<file path="src/rtl/sic_map.svh">
// Constants for the supply input conditioning block
`ifndef SIC_MAP_SVH
`define SIC_MAP_SVH
`define SIC_NUM_CHAN 10
`define SIC_NUM_PRIM 5
`define SIC_NUM_DUAL 5
`define SIC_THR_W 8
`define SIC_HYST_W 5
`define SIC_US_W 7
`define SIC_TIME_W 12
`define SIC_DIV_W 8
`define SIC_CLK_HZ 40000000
`define SIC_CYC_PER_US (`SIC_CLK_HZ / 1000000)
`define SIC_FILT_MAX_US 100
`define SIC_PULSE_MAX_US 100
`define SIC_REF_CLK_HZ 100000
`define SIC_DIV_HALF (`SIC_CLK_HZ / (2 * `SIC_REF_CLK_HZ))
`define SIC_PUMP_OUTS 6
`define SIC_CFG_RST 0
`endif

</file>
<file path="src/rtl/sic_pkg.sv">
// Types shared by the supply input conditioning block
`include "sic_map.svh"
package sic_pkg;
  typedef struct packed {
    logic [`SIC_THR_W-1:0]  uvTh;
    logic [`SIC_THR_W-1:0]  ovTh;
    logic [`SIC_HYST_W-1:0] hyst;
    logic                   uvEn;
    logic                   ovEn;
    logic [`SIC_US_W-1:0]   filtUs;
  } chanCfg_t;
  typedef struct packed {
    logic                 logicMode;
    logic                 edgeMode;
    logic                 pullDnEn;
    logic [`SIC_US_W-1:0] pulseUs;
  } dualCfg_t;
  typedef enum logic [1:0] {
    SRC_ENGINE = 2'b00,
    SRC_SMBUS  = 2'b01,
    SRC_CLOCK  = 2'b10,
    SRC_RSVD   = 2'b11
  } outSrc_t;
  typedef enum logic [2:0] {
    PULL_WEAK_GND    = 3'b000,
    PULL_OPEN_DRAIN  = 3'b001,
    PULL_WEAK_VDD    = 3'b010,
    PULL_STRONG_VDD  = 3'b011,
    PULL_WEAK_RAIL   = 3'b100,
    PULL_STRONG_RAIL = 3'b101,
    PULL_STRONG_GND  = 3'b110,
    PULL_PUMP        = 3'b111
  } pullStyle_t;
  typedef struct packed {
    outSrc_t    src;
    pullStyle_t style;
  } outCfg_t;
  typedef struct packed {
    logic weakDn;
    logic strongDn;
    logic weakUpVdd;
    logic strongUpVdd;
    logic weakUpRail;
    logic strongUpRail;
    logic pump;
  } drive_t;
  typedef enum logic [1:0] {
    PWR_OFF  = 2'b00,
    PWR_WEAK = 2'b01,
    PWR_LIVE = 2'b10
  } pwrState_t;
endpackage

</file>
<file path="src/rtl/glitch_filter.sv">
// Time-domain glitch filter for one detector or logic input
`timescale 1ns/1ps
`default_nettype none
`include "sic_map.svh"
module glitch_filter #(
  parameter int CW = `SIC_TIME_W
) (
  input  wire logic          clk,
  input  wire logic          rstN,
  input  wire logic          din,
  input  wire logic [CW-1:0] limit,
  output logic               dout_q
);
  logic [CW-1:0] cnt_q;

  // Any return to the held level restarts the count, so bounce never accumulates
  always_ff @(posedge clk or negedge rstN) begin
    if (!rstN) begin
      cnt_q  <= '0;
      dout_q <= 1'b0;
    end else if (din == dout_q) begin
      cnt_q <= '0;
    end else if (cnt_q >= limit) begin
      dout_q <= din;
      cnt_q  <= '0;
    end else begin
      cnt_q <= cnt_q + 1'b1;
    end
  end
endmodule
`default_nettype wire

</file>
<file path="src/rtl/edge_pulser.sv">
// Level follower or edge-to-pulse converter for one logic input
`timescale 1ns/1ps
`default_nettype none
`include "sic_map.svh"
module edge_pulser #(
  parameter int CW = `SIC_TIME_W
) (
  input  wire logic          clk,
  input  wire logic          rstN,
  input  wire logic          din,
  input  wire logic          edgeMode,
  input  wire logic [CW-1:0] width,
  output logic               dout_q
);
  logic          prev_q;
  logic [CW-1:0] cnt_q;

  always_ff @(posedge clk or negedge rstN) begin
    if (!rstN) begin
      prev_q <= 1'b0;
      cnt_q  <= '0;
      dout_q <= 1'b0;
    end else begin
      prev_q <= din;
      if (!edgeMode) begin
        dout_q <= din;
        cnt_q  <= '0;
      end else if (din != prev_q) begin
        // Either transition retriggers; zero width still yields one cycle
        dout_q <= 1'b1;
        cnt_q  <= width;
      end else if (cnt_q > 1) begin
        cnt_q <= cnt_q - 1'b1;
      end else begin
        dout_q <= 1'b0;
        cnt_q  <= '0;
      end
    end
  end
endmodule
`default_nettype wire

</file>
<file path="src/rtl/supply_input_conditioning.sv">
// Digital back end of the ten supervisor input channels and output drivers
`timescale 1ns/1ps
`default_nettype none
`include "sic_map.svh"
module supply_input_conditioning (
  input  wire logic                                      clk,
  input  wire logic                                      rstn,
  input  wire logic [`SIC_NUM_CHAN-1:0][`SIC_THR_W-1:0] supplyCode,
  input  wire logic [`SIC_NUM_DUAL-1:0]                 logicPin,
  input  wire logic                                      supplyAbove1v2,
  input  wire logic                                      supplyAbove2v7,
  input  wire logic                                      cfgLatch,
  input  wire sic_pkg::chanCfg_t [`SIC_NUM_CHAN-1:0]    chanCfgIn,
  input  wire sic_pkg::dualCfg_t [`SIC_NUM_DUAL-1:0]    dualCfgIn,
  input  wire sic_pkg::outCfg_t [`SIC_NUM_CHAN-1:0]     outCfgIn,
  input  wire logic [`SIC_NUM_CHAN-1:0]                 engineData,
  input  wire logic [`SIC_NUM_CHAN-1:0]                 smbusData,
  output logic [`SIC_NUM_CHAN-1:0]                      faultStatus_q,
  output logic [`SIC_NUM_DUAL-1:0]                      warnStatus_q,
  output logic                                          warning_q,
  output logic [`SIC_NUM_DUAL-1:0]                      logicOut_q,
  output logic [`SIC_NUM_DUAL-1:0]                      pullDownEn_q,
  output var sic_pkg::drive_t [`SIC_NUM_CHAN-1:0]       drive_q,
  output logic                                          configured_q
);
  localparam int NFILT = `SIC_NUM_CHAN + `SIC_NUM_DUAL;
  localparam sic_pkg::drive_t DRV_WEAK = '{weakDn: 1'b1, default: 1'b0};

  logic [1:0]                        rstPipe_q;
  logic                              rstSyncN;
  logic [`SIC_NUM_DUAL-1:0]          pinMeta_q;
  logic [`SIC_NUM_DUAL-1:0]          pin_q;
  logic [1:0]                        lvlMeta_q;
  logic [1:0]                        lvl_q;
  sic_pkg::pwrState_t                pwrState_q;
  sic_pkg::pwrState_t                pwrState_d;
  logic                              loadCfg;
  sic_pkg::chanCfg_t [`SIC_NUM_CHAN-1:0] chanCfg_q;
  sic_pkg::dualCfg_t [`SIC_NUM_DUAL-1:0] dualCfg_q;
  sic_pkg::outCfg_t [`SIC_NUM_CHAN-1:0]  outCfg_q;
  logic [`SIC_NUM_CHAN-1:0]          uv_q;
  logic [`SIC_NUM_CHAN-1:0]          ov_q;
  logic [NFILT-1:0]                  filtIn;
  logic [NFILT-1:0]                  filtOut;
  logic [`SIC_NUM_DUAL-1:0]          pulseOut;
  logic [`SIC_NUM_DUAL-1:0]          logicModes;
  logic [`SIC_NUM_DUAL-1:0]          pullDnEns;
  logic [`SIC_DIV_W-1:0]             div_q;
  logic                              refClk_q;

  // Caps the request at the documented maximum before scaling to cycles
  function automatic logic [`SIC_TIME_W-1:0] usToCycles(
    input logic [`SIC_US_W-1:0] us,
    input logic [`SIC_US_W-1:0] maxUs
  );
    logic [`SIC_US_W-1:0] capped;
    capped = (us > maxUs) ? maxUs : us;
    return `SIC_TIME_W'(capped * `SIC_CYC_PER_US);
  endfunction

  function automatic sic_pkg::drive_t styleDrive(
    input sic_pkg::pullStyle_t style,
    input logic                data,
    input logic                pumpOk
  );
    sic_pkg::drive_t d;
    d = '0;
    unique case (style)
      sic_pkg::PULL_WEAK_GND: d = DRV_WEAK;
      sic_pkg::PULL_OPEN_DRAIN: d.strongDn = !data;
      sic_pkg::PULL_WEAK_VDD: begin
        d.strongDn  = !data;
        d.weakUpVdd = data;
      end
      sic_pkg::PULL_STRONG_VDD: begin
        d.strongDn    = !data;
        d.strongUpVdd = data;
      end
      sic_pkg::PULL_WEAK_RAIL: begin
        d.strongDn   = !data;
        d.weakUpRail = data;
      end
      sic_pkg::PULL_STRONG_RAIL: begin
        d.strongDn     = !data;
        d.strongUpRail = data;
      end
      sic_pkg::PULL_STRONG_GND: d.strongDn = 1'b1;
      sic_pkg::PULL_PUMP: begin
        // Outputs without a pump fall back to the safe weak pull-down
        if (pumpOk) begin
          d.strongDn = !data;
          d.pump     = data;
        end else begin
          d = DRV_WEAK;
        end
      end
    endcase
    return d;
  endfunction

  always_ff @(posedge clk or negedge rstn) begin
    if (!rstn) begin
      rstPipe_q <= 2'h0;
    end else begin
      rstPipe_q <= {rstPipe_q[0], 1'b1};
    end
  end
  assign rstSyncN = rstPipe_q[1];

  // Pins and supply level flags come from outside the clock domain
  always_ff @(posedge clk or negedge rstSyncN) begin
    if (!rstSyncN) begin
      pinMeta_q <= '0;
      pin_q     <= '0;
      lvlMeta_q <= 2'h0;
      lvl_q     <= 2'h0;
    end else begin
      pinMeta_q <= logicPin;
      pin_q     <= pinMeta_q;
      lvlMeta_q <= {supplyAbove2v7, supplyAbove1v2};
      lvl_q     <= lvlMeta_q;
    end
  end

  always_comb begin
    pwrState_d = pwrState_q;
    unique case (pwrState_q)
      sic_pkg::PWR_OFF: begin
        if (lvl_q[0]) begin
          pwrState_d = sic_pkg::PWR_WEAK;
        end
      end
      sic_pkg::PWR_WEAK: begin
        if (!lvl_q[0]) begin
          pwrState_d = sic_pkg::PWR_OFF;
        end else if (lvl_q[1] && cfgLatch) begin
          pwrState_d = sic_pkg::PWR_LIVE;
        end
      end
      sic_pkg::PWR_LIVE: begin
        if (!lvl_q[0]) begin
          pwrState_d = sic_pkg::PWR_OFF;
        end else if (!lvl_q[1]) begin
          pwrState_d = sic_pkg::PWR_WEAK;
        end
      end
      default: pwrState_d = sic_pkg::PWR_OFF;
    endcase
  end
  assign loadCfg = (pwrState_q == sic_pkg::PWR_WEAK) && (pwrState_d == sic_pkg::PWR_LIVE);

  always_ff @(posedge clk or negedge rstSyncN) begin
    if (!rstSyncN) begin
      pwrState_q   <= sic_pkg::PWR_OFF;
      configured_q <= 1'b0;
    end else begin
      pwrState_q   <= pwrState_d;
      configured_q <= (pwrState_d == sic_pkg::PWR_LIVE);
    end
  end

  // Configuration is captured only once the supply is healthy
  always_ff @(posedge clk or negedge rstSyncN) begin
    if (!rstSyncN) begin
      chanCfg_q <= {`SIC_NUM_CHAN{sic_pkg::chanCfg_t'(`SIC_CFG_RST)}};
      dualCfg_q <= {`SIC_NUM_DUAL{sic_pkg::dualCfg_t'(`SIC_CFG_RST)}};
      outCfg_q  <= {`SIC_NUM_CHAN{sic_pkg::outCfg_t'(`SIC_CFG_RST)}};
    end else if (loadCfg) begin
      chanCfg_q <= chanCfgIn;
      dualCfg_q <= dualCfgIn;
      outCfg_q  <= outCfgIn;
    end
  end

  for (genvar j = 0; j < `SIC_NUM_DUAL; j++) begin : g_modes
    assign logicModes[j] = dualCfg_q[j].logicMode;
    assign pullDnEns[j]  = dualCfg_q[j].pullDnEn;
  end

  // Thresholds and hysteresis share one code scale, so hysteresis adds as steps
  for (genvar i = 0; i < `SIC_NUM_CHAN; i++) begin : g_cmp
    logic [`SIC_THR_W-1:0] code;
    logic [`SIC_THR_W:0]   uvClear;
    logic [`SIC_THR_W:0]   ovLift;
    if (i < `SIC_NUM_PRIM) begin : g_prim
      assign code = supplyCode[i];
    end else begin : g_dual
      assign code = dualCfg_q[i-`SIC_NUM_PRIM].logicMode ? supplyCode[i-`SIC_NUM_PRIM]
                                                          : supplyCode[i];
    end
    assign uvClear = {1'b0, chanCfg_q[i].uvTh} + (`SIC_THR_W+1)'(chanCfg_q[i].hyst);
    assign ovLift  = {1'b0, code} + (`SIC_THR_W+1)'(chanCfg_q[i].hyst);

    always_ff @(posedge clk or negedge rstSyncN) begin
      if (!rstSyncN) begin
        uv_q[i] <= 1'b0;
        ov_q[i] <= 1'b0;
      end else begin
        if (!chanCfg_q[i].uvEn) begin
          uv_q[i] <= 1'b0;
        end else if (uv_q[i]) begin
          uv_q[i] <= ({1'b0, code} <= uvClear);
        end else begin
          uv_q[i] <= (code < chanCfg_q[i].uvTh);
        end
        if (!chanCfg_q[i].ovEn) begin
          ov_q[i] <= 1'b0;
        end else if (ov_q[i]) begin
          ov_q[i] <= (ovLift >= {1'b0, chanCfg_q[i].ovTh});
        end else begin
          ov_q[i] <= (code > chanCfg_q[i].ovTh);
        end
      end
    end

  end

  // Dual inputs route either the pin or their own detector into the shared filter
  for (genvar f = 0; f < NFILT; f++) begin : g_filt
    logic [`SIC_TIME_W-1:0] lim;
    if (f < `SIC_NUM_PRIM) begin : g_prim
      assign filtIn[f] = uv_q[f] | ov_q[f];
      assign lim = usToCycles(chanCfg_q[f].filtUs, `SIC_US_W'(`SIC_FILT_MAX_US));
    end else if (f < `SIC_NUM_CHAN) begin : g_dual
      assign filtIn[f] = logicModes[f-`SIC_NUM_PRIM] ? pin_q[f-`SIC_NUM_PRIM]
                                                     : (uv_q[f] | ov_q[f]);
      assign lim = usToCycles(chanCfg_q[f].filtUs, `SIC_US_W'(`SIC_FILT_MAX_US));
    end else begin : g_warn
      assign filtIn[f] = logicModes[f-`SIC_NUM_CHAN]
                         & (uv_q[f-`SIC_NUM_PRIM] | ov_q[f-`SIC_NUM_PRIM]);
      assign lim = usToCycles(chanCfg_q[f-`SIC_NUM_PRIM].filtUs, `SIC_US_W'(`SIC_FILT_MAX_US));
    end
    glitch_filter #(
      .CW(`SIC_TIME_W)
    ) u_filt (
      .clk   (clk),
      .rstN  (rstSyncN),
      .din   (filtIn[f]),
      .limit (lim),
      .dout_q(filtOut[f])
    );
  end

  for (genvar j = 0; j < `SIC_NUM_DUAL; j++) begin : g_pulse
    edge_pulser #(
      .CW(`SIC_TIME_W)
    ) u_pulse (
      .clk     (clk),
      .rstN    (rstSyncN),
      .din     (filtOut[`SIC_NUM_PRIM+j]),
      .edgeMode(dualCfg_q[j].edgeMode),
      .width   (usToCycles(dualCfg_q[j].pulseUs, `SIC_US_W'(`SIC_PULSE_MAX_US))),
      .dout_q  (pulseOut[j])
    );
  end

  // These registered results are what the step controller reads
  always_ff @(posedge clk or negedge rstSyncN) begin
    if (!rstSyncN) begin
      faultStatus_q <= '0;
      warnStatus_q  <= '0;
      warning_q     <= 1'b0;
      logicOut_q    <= '0;
      pullDownEn_q  <= '0;
    end else begin
      faultStatus_q <= filtOut[`SIC_NUM_CHAN-1:0] & ~{logicModes, `SIC_NUM_PRIM'(0)};
      warnStatus_q  <= filtOut[NFILT-1:`SIC_NUM_CHAN];
      warning_q     <= |filtOut[NFILT-1:`SIC_NUM_CHAN];
      logicOut_q    <= pulseOut & logicModes;
      pullDownEn_q  <= logicModes & pullDnEns;
    end
  end

  // Free-running reference clock for drivers that select it
  always_ff @(posedge clk or negedge rstSyncN) begin
    if (!rstSyncN) begin
      div_q    <= '0;
      refClk_q <= 1'b0;
    end else if (div_q == `SIC_DIV_W'(`SIC_DIV_HALF - 1)) begin
      div_q    <= '0;
      refClk_q <= !refClk_q;
    end else begin
      div_q <= div_q + 1'b1;
    end
  end

  for (genvar k = 0; k < `SIC_NUM_CHAN; k++) begin : g_drv
    logic data;
    always_comb begin
      unique case (outCfg_q[k].src)
        sic_pkg::SRC_SMBUS: data = smbusData[k];
        sic_pkg::SRC_CLOCK: data = refClk_q;
        default: data = engineData[k];
      endcase
    end

    always_ff @(posedge clk or negedge rstSyncN) begin
      if (!rstSyncN) begin
        drive_q[k] <= '0;
      end else begin
        unique case (pwrState_q)
          sic_pkg::PWR_WEAK: drive_q[k] <= DRV_WEAK;
          sic_pkg::PWR_LIVE: drive_q[k] <= styleDrive(outCfg_q[k].style, data,
                                                      1'(k < `SIC_PUMP_OUTS));
          default: drive_q[k] <= '0;
        endcase
      end
    end

    if (k >= `SIC_PUMP_OUTS) begin : g_nopump

    end
  end
endmodule
`default_nettype wire

</file>
<file path="config.mk">
export PLATFORM = sky130hd
export DESIGN_NAME = supply_input_conditioning
export DESIGN_NICKNAME = d
export VERILOG_FILES = /design/src/rtl/sic_pkg.sv /design/src/rtl/glitch_filter.sv /design/src/rtl/edge_pulser.sv /design/src/rtl/supply_input_conditioning.sv
export VERILOG_INCLUDE_DIRS = /design/src /design/src/rtl
export SDC_FILE = /design/constraint.sdc
export NUM_CORES = 2
export LEC_CHECK = 0
export BUFFER_PORTS_ARGS = -buffer_cell sky130_fd_sc_hd__buf_4
export CAP_MARGIN = 20
export CORE_MARGIN = 2
export CORE_UTILIZATION = 45
export DETAILED_ROUTE_END_ITERATION = 12
export PLACE_DENSITY = 0.74
export SYNTH_ARGS = -nofsm -noshare
export SYNTH_HDL_FRONTEND = slang
export SYNTH_SLANG_ARGS = --single-unit
</file>
<file path="constraint.sdc">
create_clock -name clk -period 28.7 [get_ports clk]
set_input_delay 2.87 -clock clk [delete_from_list [all_inputs] [get_ports clk]]
set_output_delay 2.87 -clock clk [all_outputs]
set_load 0.02 [all_outputs]
</file>
==> Word-level counts from Yosys, hierarchy flattened <==
Index checks and enable logic that the tools add are counted.
{ "word_totals": {"regBits": 809, "output_inout_bits": 97} }
{ "op_classes": {"addsub": 41, "multipliers": 15, "magnitude_cmp": 75, "eq_ne": 119, "n_mux": 218, "bitwise_logic": 34, "reduce_logical": 54} }
{ "op_table": {"columns": ["operator", "count"], "rows": [
  ["$mux W12", 45],
  ["$add A12 B1 Y12 const B", 15],
  ["$add A8 B5 Y9", 20],
  ["$ge A12 B12 Y1", 15],
  ["$pmux W7 S2", 10],
  ["$mul A7 B3 Y9 const B", 15],
  ["$eq A3 B3 Y1 const B", 40],
  ["$mux W1", 116],
  ["$gt A7 B7 Y1 const B", 15],
  ["$mux W7", 15],
  ["$ge A9 B8 Y1", 10],
  ["$le A8 B9 Y1", 10],
  ["$gt A8 B8 Y1", 10],
  ["$lt A8 B8 Y1", 10],
  ["$eq A3 B2 Y1 const B", 20],
  ["$gt A12 B1 Y1 const B", 5],
  ["$sub A12 B1 Y12 const B", 5],
  ["$mux W8", 6],
  ["$reduce_or A6 Y1", 6],
  ["$eq A3 B1 Y1 const B", 10],
  ["$logic_not A3 Y1", 10],
  ["$pmux W1 S3", 10],
  ["$reduce_and A2 Y1", 15],
  ["$reduce_or A5 Y1", 5],
  ["other kinds (20)", 118]
]} }

==> Logic depth before layout (Yosys ltp) <==
{ "logic_depth": {"ltp_word": 6, "mapped_depth": 19, "ltp_nobuf": 18} }

==> Hierarchy <==
Synthesis repeated with hierarchy kept, for this count alone.
{ "unflattened": {"hier_cells": 5358, "hier_area_um2": 57676.6} }
{ "modules_own_cells": {"columns": ["mod", "n_inst", "cells_each", "area_each_um2", "seq_area_each_um2"], "rows": [
  ["supply_input_conditioning", 1, 3543, 39609.2, 13513.0],
  ["glitch_filter", 15, 95, 933.4, 325.3],
  ["edge_pulser", 5, 78, 813.3, 350.3]
]} }

==> Worst setup path before layout <==
OpenSTA, ideal clock, no wires.
{ "synth_path": {"path_type": "input -> register", "from": "input port supplyCode[0] (netlist name)", "to": "register ov_q[5]", "arrival_ps": 5253, "slack_ps": 23370, "stages": 16, "n_path_buf": 0, "path_cell_list": "mux2i_1 -> inv_1 -> ha_1 -> fa_1 -> a21o_1 -> a21oi_1 -> inv_1 -> a21oi_1 -> nor2_1 -> xnor2_1 -> ha_1 -> nand4_1 -> nor2_1 -> nor2_1 -> a21bo_2 -> a21oi_1"} }
{ "synth_via": {"elab_chain_len": 5, "word_cells_on_any_way": 6} }
{ "synth_lines": {"columns": ["element", "line_no", "source"], "rows": [
  ["start: declaration", "supply_input_conditioning.sv:8", "input wire logic [`SIC_NUM_CHAN-1:0][`SIC_THR_W-1:0] supplyCode,"],
  ["$mux W8 (*)", "supply_input_conditioning.sv:188", "assign code = dualCfg_q[i-`SIC_NUM_PRIM].logicMode ? supplyCode[i-`SIC_NUM_PRIM]"],
  ["$add A8 B5 Y9", "supply_input_conditioning.sv:192", "assign ovLift = {1'b0, code} + (`SIC_THR_W+1)'(chanCfg_q[i].hyst);"],
  ["$ge A9 B8 Y1", "supply_input_conditioning.sv:209", "ov_q[i] <= (ovLift >= {1'b0, chanCfg_q[i].ovTh});"],
  ["$mux W1 (*)", "supply_input_conditioning.sv:208", "end else if (ov_q[i]) begin"],
  ["$mux W1 (*)", "supply_input_conditioning.sv:206", "if (!chanCfg_q[i].ovEn) begin"],
  ["end signal: indexed assignment", "supply_input_conditioning.sv:209", null],
  ["end signal: indexed assignment", "supply_input_conditioning.sv:211", "ov_q[i] <= (code > chanCfg_q[i].ovTh);"],
  ["end: declaration", "supply_input_conditioning.sv:42", "logic [`SIC_NUM_CHAN-1:0] ov_q;"]
]} }
Mark *: on every way between the ends. The rest lies on a longest branch, timed or not.
A chain may end at the register's enable or synchronous reset.

==> Final worst setup path <==
{ "layout_path": {"from": "input port cfgLatch", "to": "register chanCfg_q[154] (netlist name)"} }
{ "layout_via": {"elab_chain_len": 6} }
{ "layout_lines": {"columns": ["element", "line_no", "source"], "rows": [
  ["start: declaration", "supply_input_conditioning.sv:12", "input wire logic cfgLatch,"],
  ["$logic_and A1 B1 Y1", "supply_input_conditioning.sv:136", "end else if (lvl_q[1] && cfgLatch) begin"],
  ["$mux W2", "supply_input_conditioning.sv:136", null],
  ["$mux W2", "supply_input_conditioning.sv:134", "if (!lvl_q[0]) begin"],
  ["$pmux W2 S3", "supply_input_conditioning.sv:127", "unique case (pwrState_q)"],
  ["$eq A2 B2 Y1", "supply_input_conditioning.sv:150", "assign loadCfg = (pwrState_q == sic_pkg::PWR_WEAK) && (pwrState_d == sic_pkg::PWR_LIVE);"],
  ["$logic_and A1 B1 Y1", "supply_input_conditioning.sv:150", null],
  ["end signal: assignment", "supply_input_conditioning.sv:165", "chanCfg_q <= {`SIC_NUM_CHAN{sic_pkg::chanCfg_t'(`SIC_CFG_RST)}};"],
  ["end signal: assignment", "supply_input_conditioning.sv:169", "chanCfg_q <= chanCfgIn;"],
  ["end: declaration", "supply_input_conditioning.sv:38", "sic_pkg::chanCfg_t [`SIC_NUM_CHAN-1:0] chanCfg_q;"]
]} }
Every way passes these cells.

==> qor.csv <==
metric,value,unit
crit start category,input port,
number of synthesized flops with an enable pin,0,
Netlist cell types,76,
fin crit period,5.83,ns
Core Region,114000,um^2
placed insts,6980,
grt total ovfl,0,
Overall Global Routing Usage,22.2,%
outcome,"complete, no violations",
RSZ-0062 raised after global routing,false,
HPWL after detailed placement,104000,um
vias in the first global route,38300,
Area Growth Syn to Fin,18.2,%
DRC viols,0,
DIE HEIGHT,343,um
Hold Path Class,reg -> reg,
clk_skew,0.0386,ns
flop2flop setup slack,23.44,ns
synth warn,0,
hold_ws,0.347,ns
routed vias/inst,5.32,
I/O Pins,607,
Critical Path End Type,register,
CTS max path bufs,3,
Final Max Tran Viols,0,
CTS buffer count,92,
"Design Area, Final",61000,um^2
Crit Path Class,in -> reg,
Mapped Cells,4957,
post-CTS setup repair buffer count,0,
critical path startpoint,cfgLatch,
initial core utilization,45.3,%
max cap viols,0,
Power Density,106,nW/um^2
#FFs+latches synth,805,
port bufs,602,
DP Area,57800,um^2
router iterations before antenna repair,5,
Power Total,6.47,mW
die area,117000,um^2
CTS tree,done,
post-CTS resize count,0,
Crit Path Max Fanout,69,
final wirelength,132000,um
post-synthesis cell area,51600,um^2
Skew-Pair Late Insertion Delay,0.68,ns
Final Worst Setup Slack,22.87,ns
pre-CTS setup slack,22.27,ns
Final Wtd Congestion,0.909,
"most common cell after layout, fill and taps aside",dfrtp_1,
share of synthesized registers carrying an async set or reset,100,%
"Top FF cell, synth",dfrtp_1,
post-route ant nets,0,
Leak Pwr,30.7,nW
Least-Margin Pin Slew,1.05,ns
num rows,124,
critical path arrival,6.36,ns
sequential fraction of the synthesis area,39.0,%
antenna violations before repair,24,
Worst IR Drop VDD,73.2,uV
worst reg2reg endpoint,chanCfg_q[253]$_DFFE_PN0P_,
Final period util,20.3,%
Die Wd,343,um
post-DR wirelength/cell,18.5,um
total number of vias,38100,
Syn Area/Cell,10.4,um^2
DRT iter0 DRCs,1766,
final setup TNS,0,ns
FF-to-FF Start,rstPipe_q[1]$_DFF_PN0_,
R2R depth,5,
CTS Root Cell,clkbuf_16,
Max-slew headroom,29.8,%
crit path capture,chanCfg_q[154]$_DFFE_PN0P_,
final hold violations,0,
largest net degree at the start of global routing,160,
fraction of final layout cells sized beyond drive strength 1,22.1,%
clock sinks,805,
Final setup viols,0,
nets,6829,
most frequent cells in the layout,"dfrtp_1 (804), ha_1 (720), buf_4 (620)",
hold buffers post-CTS,0,
H-tree levels,3,
first-pass GRT wire length,207000,um
Layout Utilization,53.5,%
highest clock rate,0.172,GHz
Non-Filler Instances,7163,
Worst Path Required,29.23,ns
Worst-path clk slew,0.06,ns
[cell families (layout without fill, tap and decap cells)]
group	after synthesis	after routing	share of synthesized area [%]
XOR/XNOR	403	403	6.84
AND/OR/NAND/NOR	1140	1140	11.1
other	2	18	0.0145
AO/OA/AOI/OAI	832	832	10.2
adder cells (fa/ha/maj)	767	767	19.1
multiplexers	444	444	9.64
flip-flops	805	805	39.0
buffers and inverters	564	1242	4.19
[how the worst min path moves through the flow]
| stage | startpoint | to | cells after the start |
|---|---|---|---|
| floorplan | lvlMeta_q[0]$_DFF_PN0_ | lvl_q[0]$_DFF_PN0_ | 0 |
| global placement | rstPipe_q[0]$_DFF_PN0_ | rstPipe_q[1]$_DFF_PN0_ | 0 |
| detailed placement | rstPipe_q[0]$_DFF_PN0_ | rstPipe_q[1]$_DFF_PN0_ | 0 |
| CTS | rstPipe_q[0]$_DFF_PN0_ | rstPipe_q[1]$_DFF_PN0_ | 0 |
| global route | pinMeta_q[2]$_DFF_PN0_ | pin_q[2]$_DFF_PN0_ | 0 |
| finish | pinMeta_q[0]$_DFF_PN0_ | pin_q[0]$_DFF_PN0_ | 0 |
[layout make-up]
cell class / instances / area, um^2
repair buffers: 624 / 4750
flip-flops and latches: 805 / 20100
clock inverters: 37 / 478
diodes: 13 / 32.5
inverters: 450 / 1690
clock buffers: 131 / 2690
fillers: 9932 / 53000
well taps: 1512 / 1890
multi-input cells: 3591 / 29400
[state kept, by name, summed over array words and instances, names as in the netlist, 8 cells and up]
signal and flops:
drive_q 66, faultStatus_q 10, outCfg_q 50, chanCfg_q 300, g_filt.u_filt.cnt_q 180, g_filt.u_filt.dout_q 15
ov_q 10, div_q 8, uv_q 10, dualCfg_q 50, g_pulse.u_pulse.cnt_q 60
[worst max-delay path, stage by stage]
cell and delay [ns]:
buf_4 0.11, a21boi_0 0.19, o22ai_1 0.10, a21oi_1 0.20
nor2b_1 0.11, nand2_4 0.52, buf_4 0.81, buf_4 0.79
mux2_2 0.42
[routing by layer]
layer / vias to the layer above / share of wire, % / wire length [um] / global-route usage (%)
met1: 18500 / 44 / 58800 / 29.6
met2: 781 / 46 / 61200 / 35.9
li1: 18600 / - / - / -
met5: - / 0.10 / 136 / 0
met4: 20 / 2.6 / 3400 / 6.71
met3: 189 / 6.6 / 8730 / 4.86
[power by group]
| group | internal, mW | total, mW | leakage (nW) | switching (mW) |
|---|---|---|---|---|
| clock network | 0.727 | 1.23 | 1.55 | 0.500 |
| logic | 1.57 | 3.30 | 18.5 | 1.74 |
| registers | 1.51 | 1.94 | 10.7 | 0.423 |
| total | 3.81 | 6.47 | 30.7 | 2.66 |
[Yosys cell counts (8+ instances only)]
| cell type | n | share of area [%] |
|---|---|---|
| dfrtp_1 | 805 | 39 |
| ha_1 | 720 | 17 |
| inv_1 | 450 | 3.3 |
| mux2_2 | 425 | 9.3 |
| nor2_1 | 374 | 2.7 |
| a21oi_1 | 262 | 2.5 |
| xnor2_1 | 231 | 3.9 |
| o21ai_0 | 183 | 1.8 |
| xor2_1 | 172 | 2.9 |
| nand2_1 | 152 | 1.1 |
| a21o_1 | 120 | 1.7 |
| clkbuf_1 | 102 | 0.74 |
| nand3_1 | 102 | 0.99 |
| nor3_1 | 90 | 0.87 |
| nor2b_1 | 87 | 1.1 |
| and3_1 | 80 | 0.97 |
| nand4_1 | 63 | 0.76 |
| nand2b_1 | 40 | 0.48 |
| and2_1 | 37 | 0.45 |
| fa_1 | 35 | 1.4 |
| o21a_1 | 32 | 0.47 |
| o21bai_1 | 31 | 0.45 |
| o22ai_1 | 31 | 0.38 |
| nor4_1 | 24 | 0.29 |
| o211ai_1 | 22 | 0.32 |
| o2111ai_1 | 20 | 0.34 |
| mux2i_1 | 19 | 0.37 |
| nor3b_1 | 19 | 0.28 |
| a211oi_1 | 17 | 0.25 |
| or2_2 | 17 | 0.21 |
| and4_1 | 15 | 0.25 |
| a22oi_1 | 14 | 0.20 |
| a211o_1 | 11 | 0.19 |
| a21boi_0 | 11 | 0.16 |
| o311ai_0 | 11 | 0.19 |
| o221a_2 | 10 | 0.22 |
| maj3_2 | 8 | 0.17 |
(Power assumes the default switching activity.)
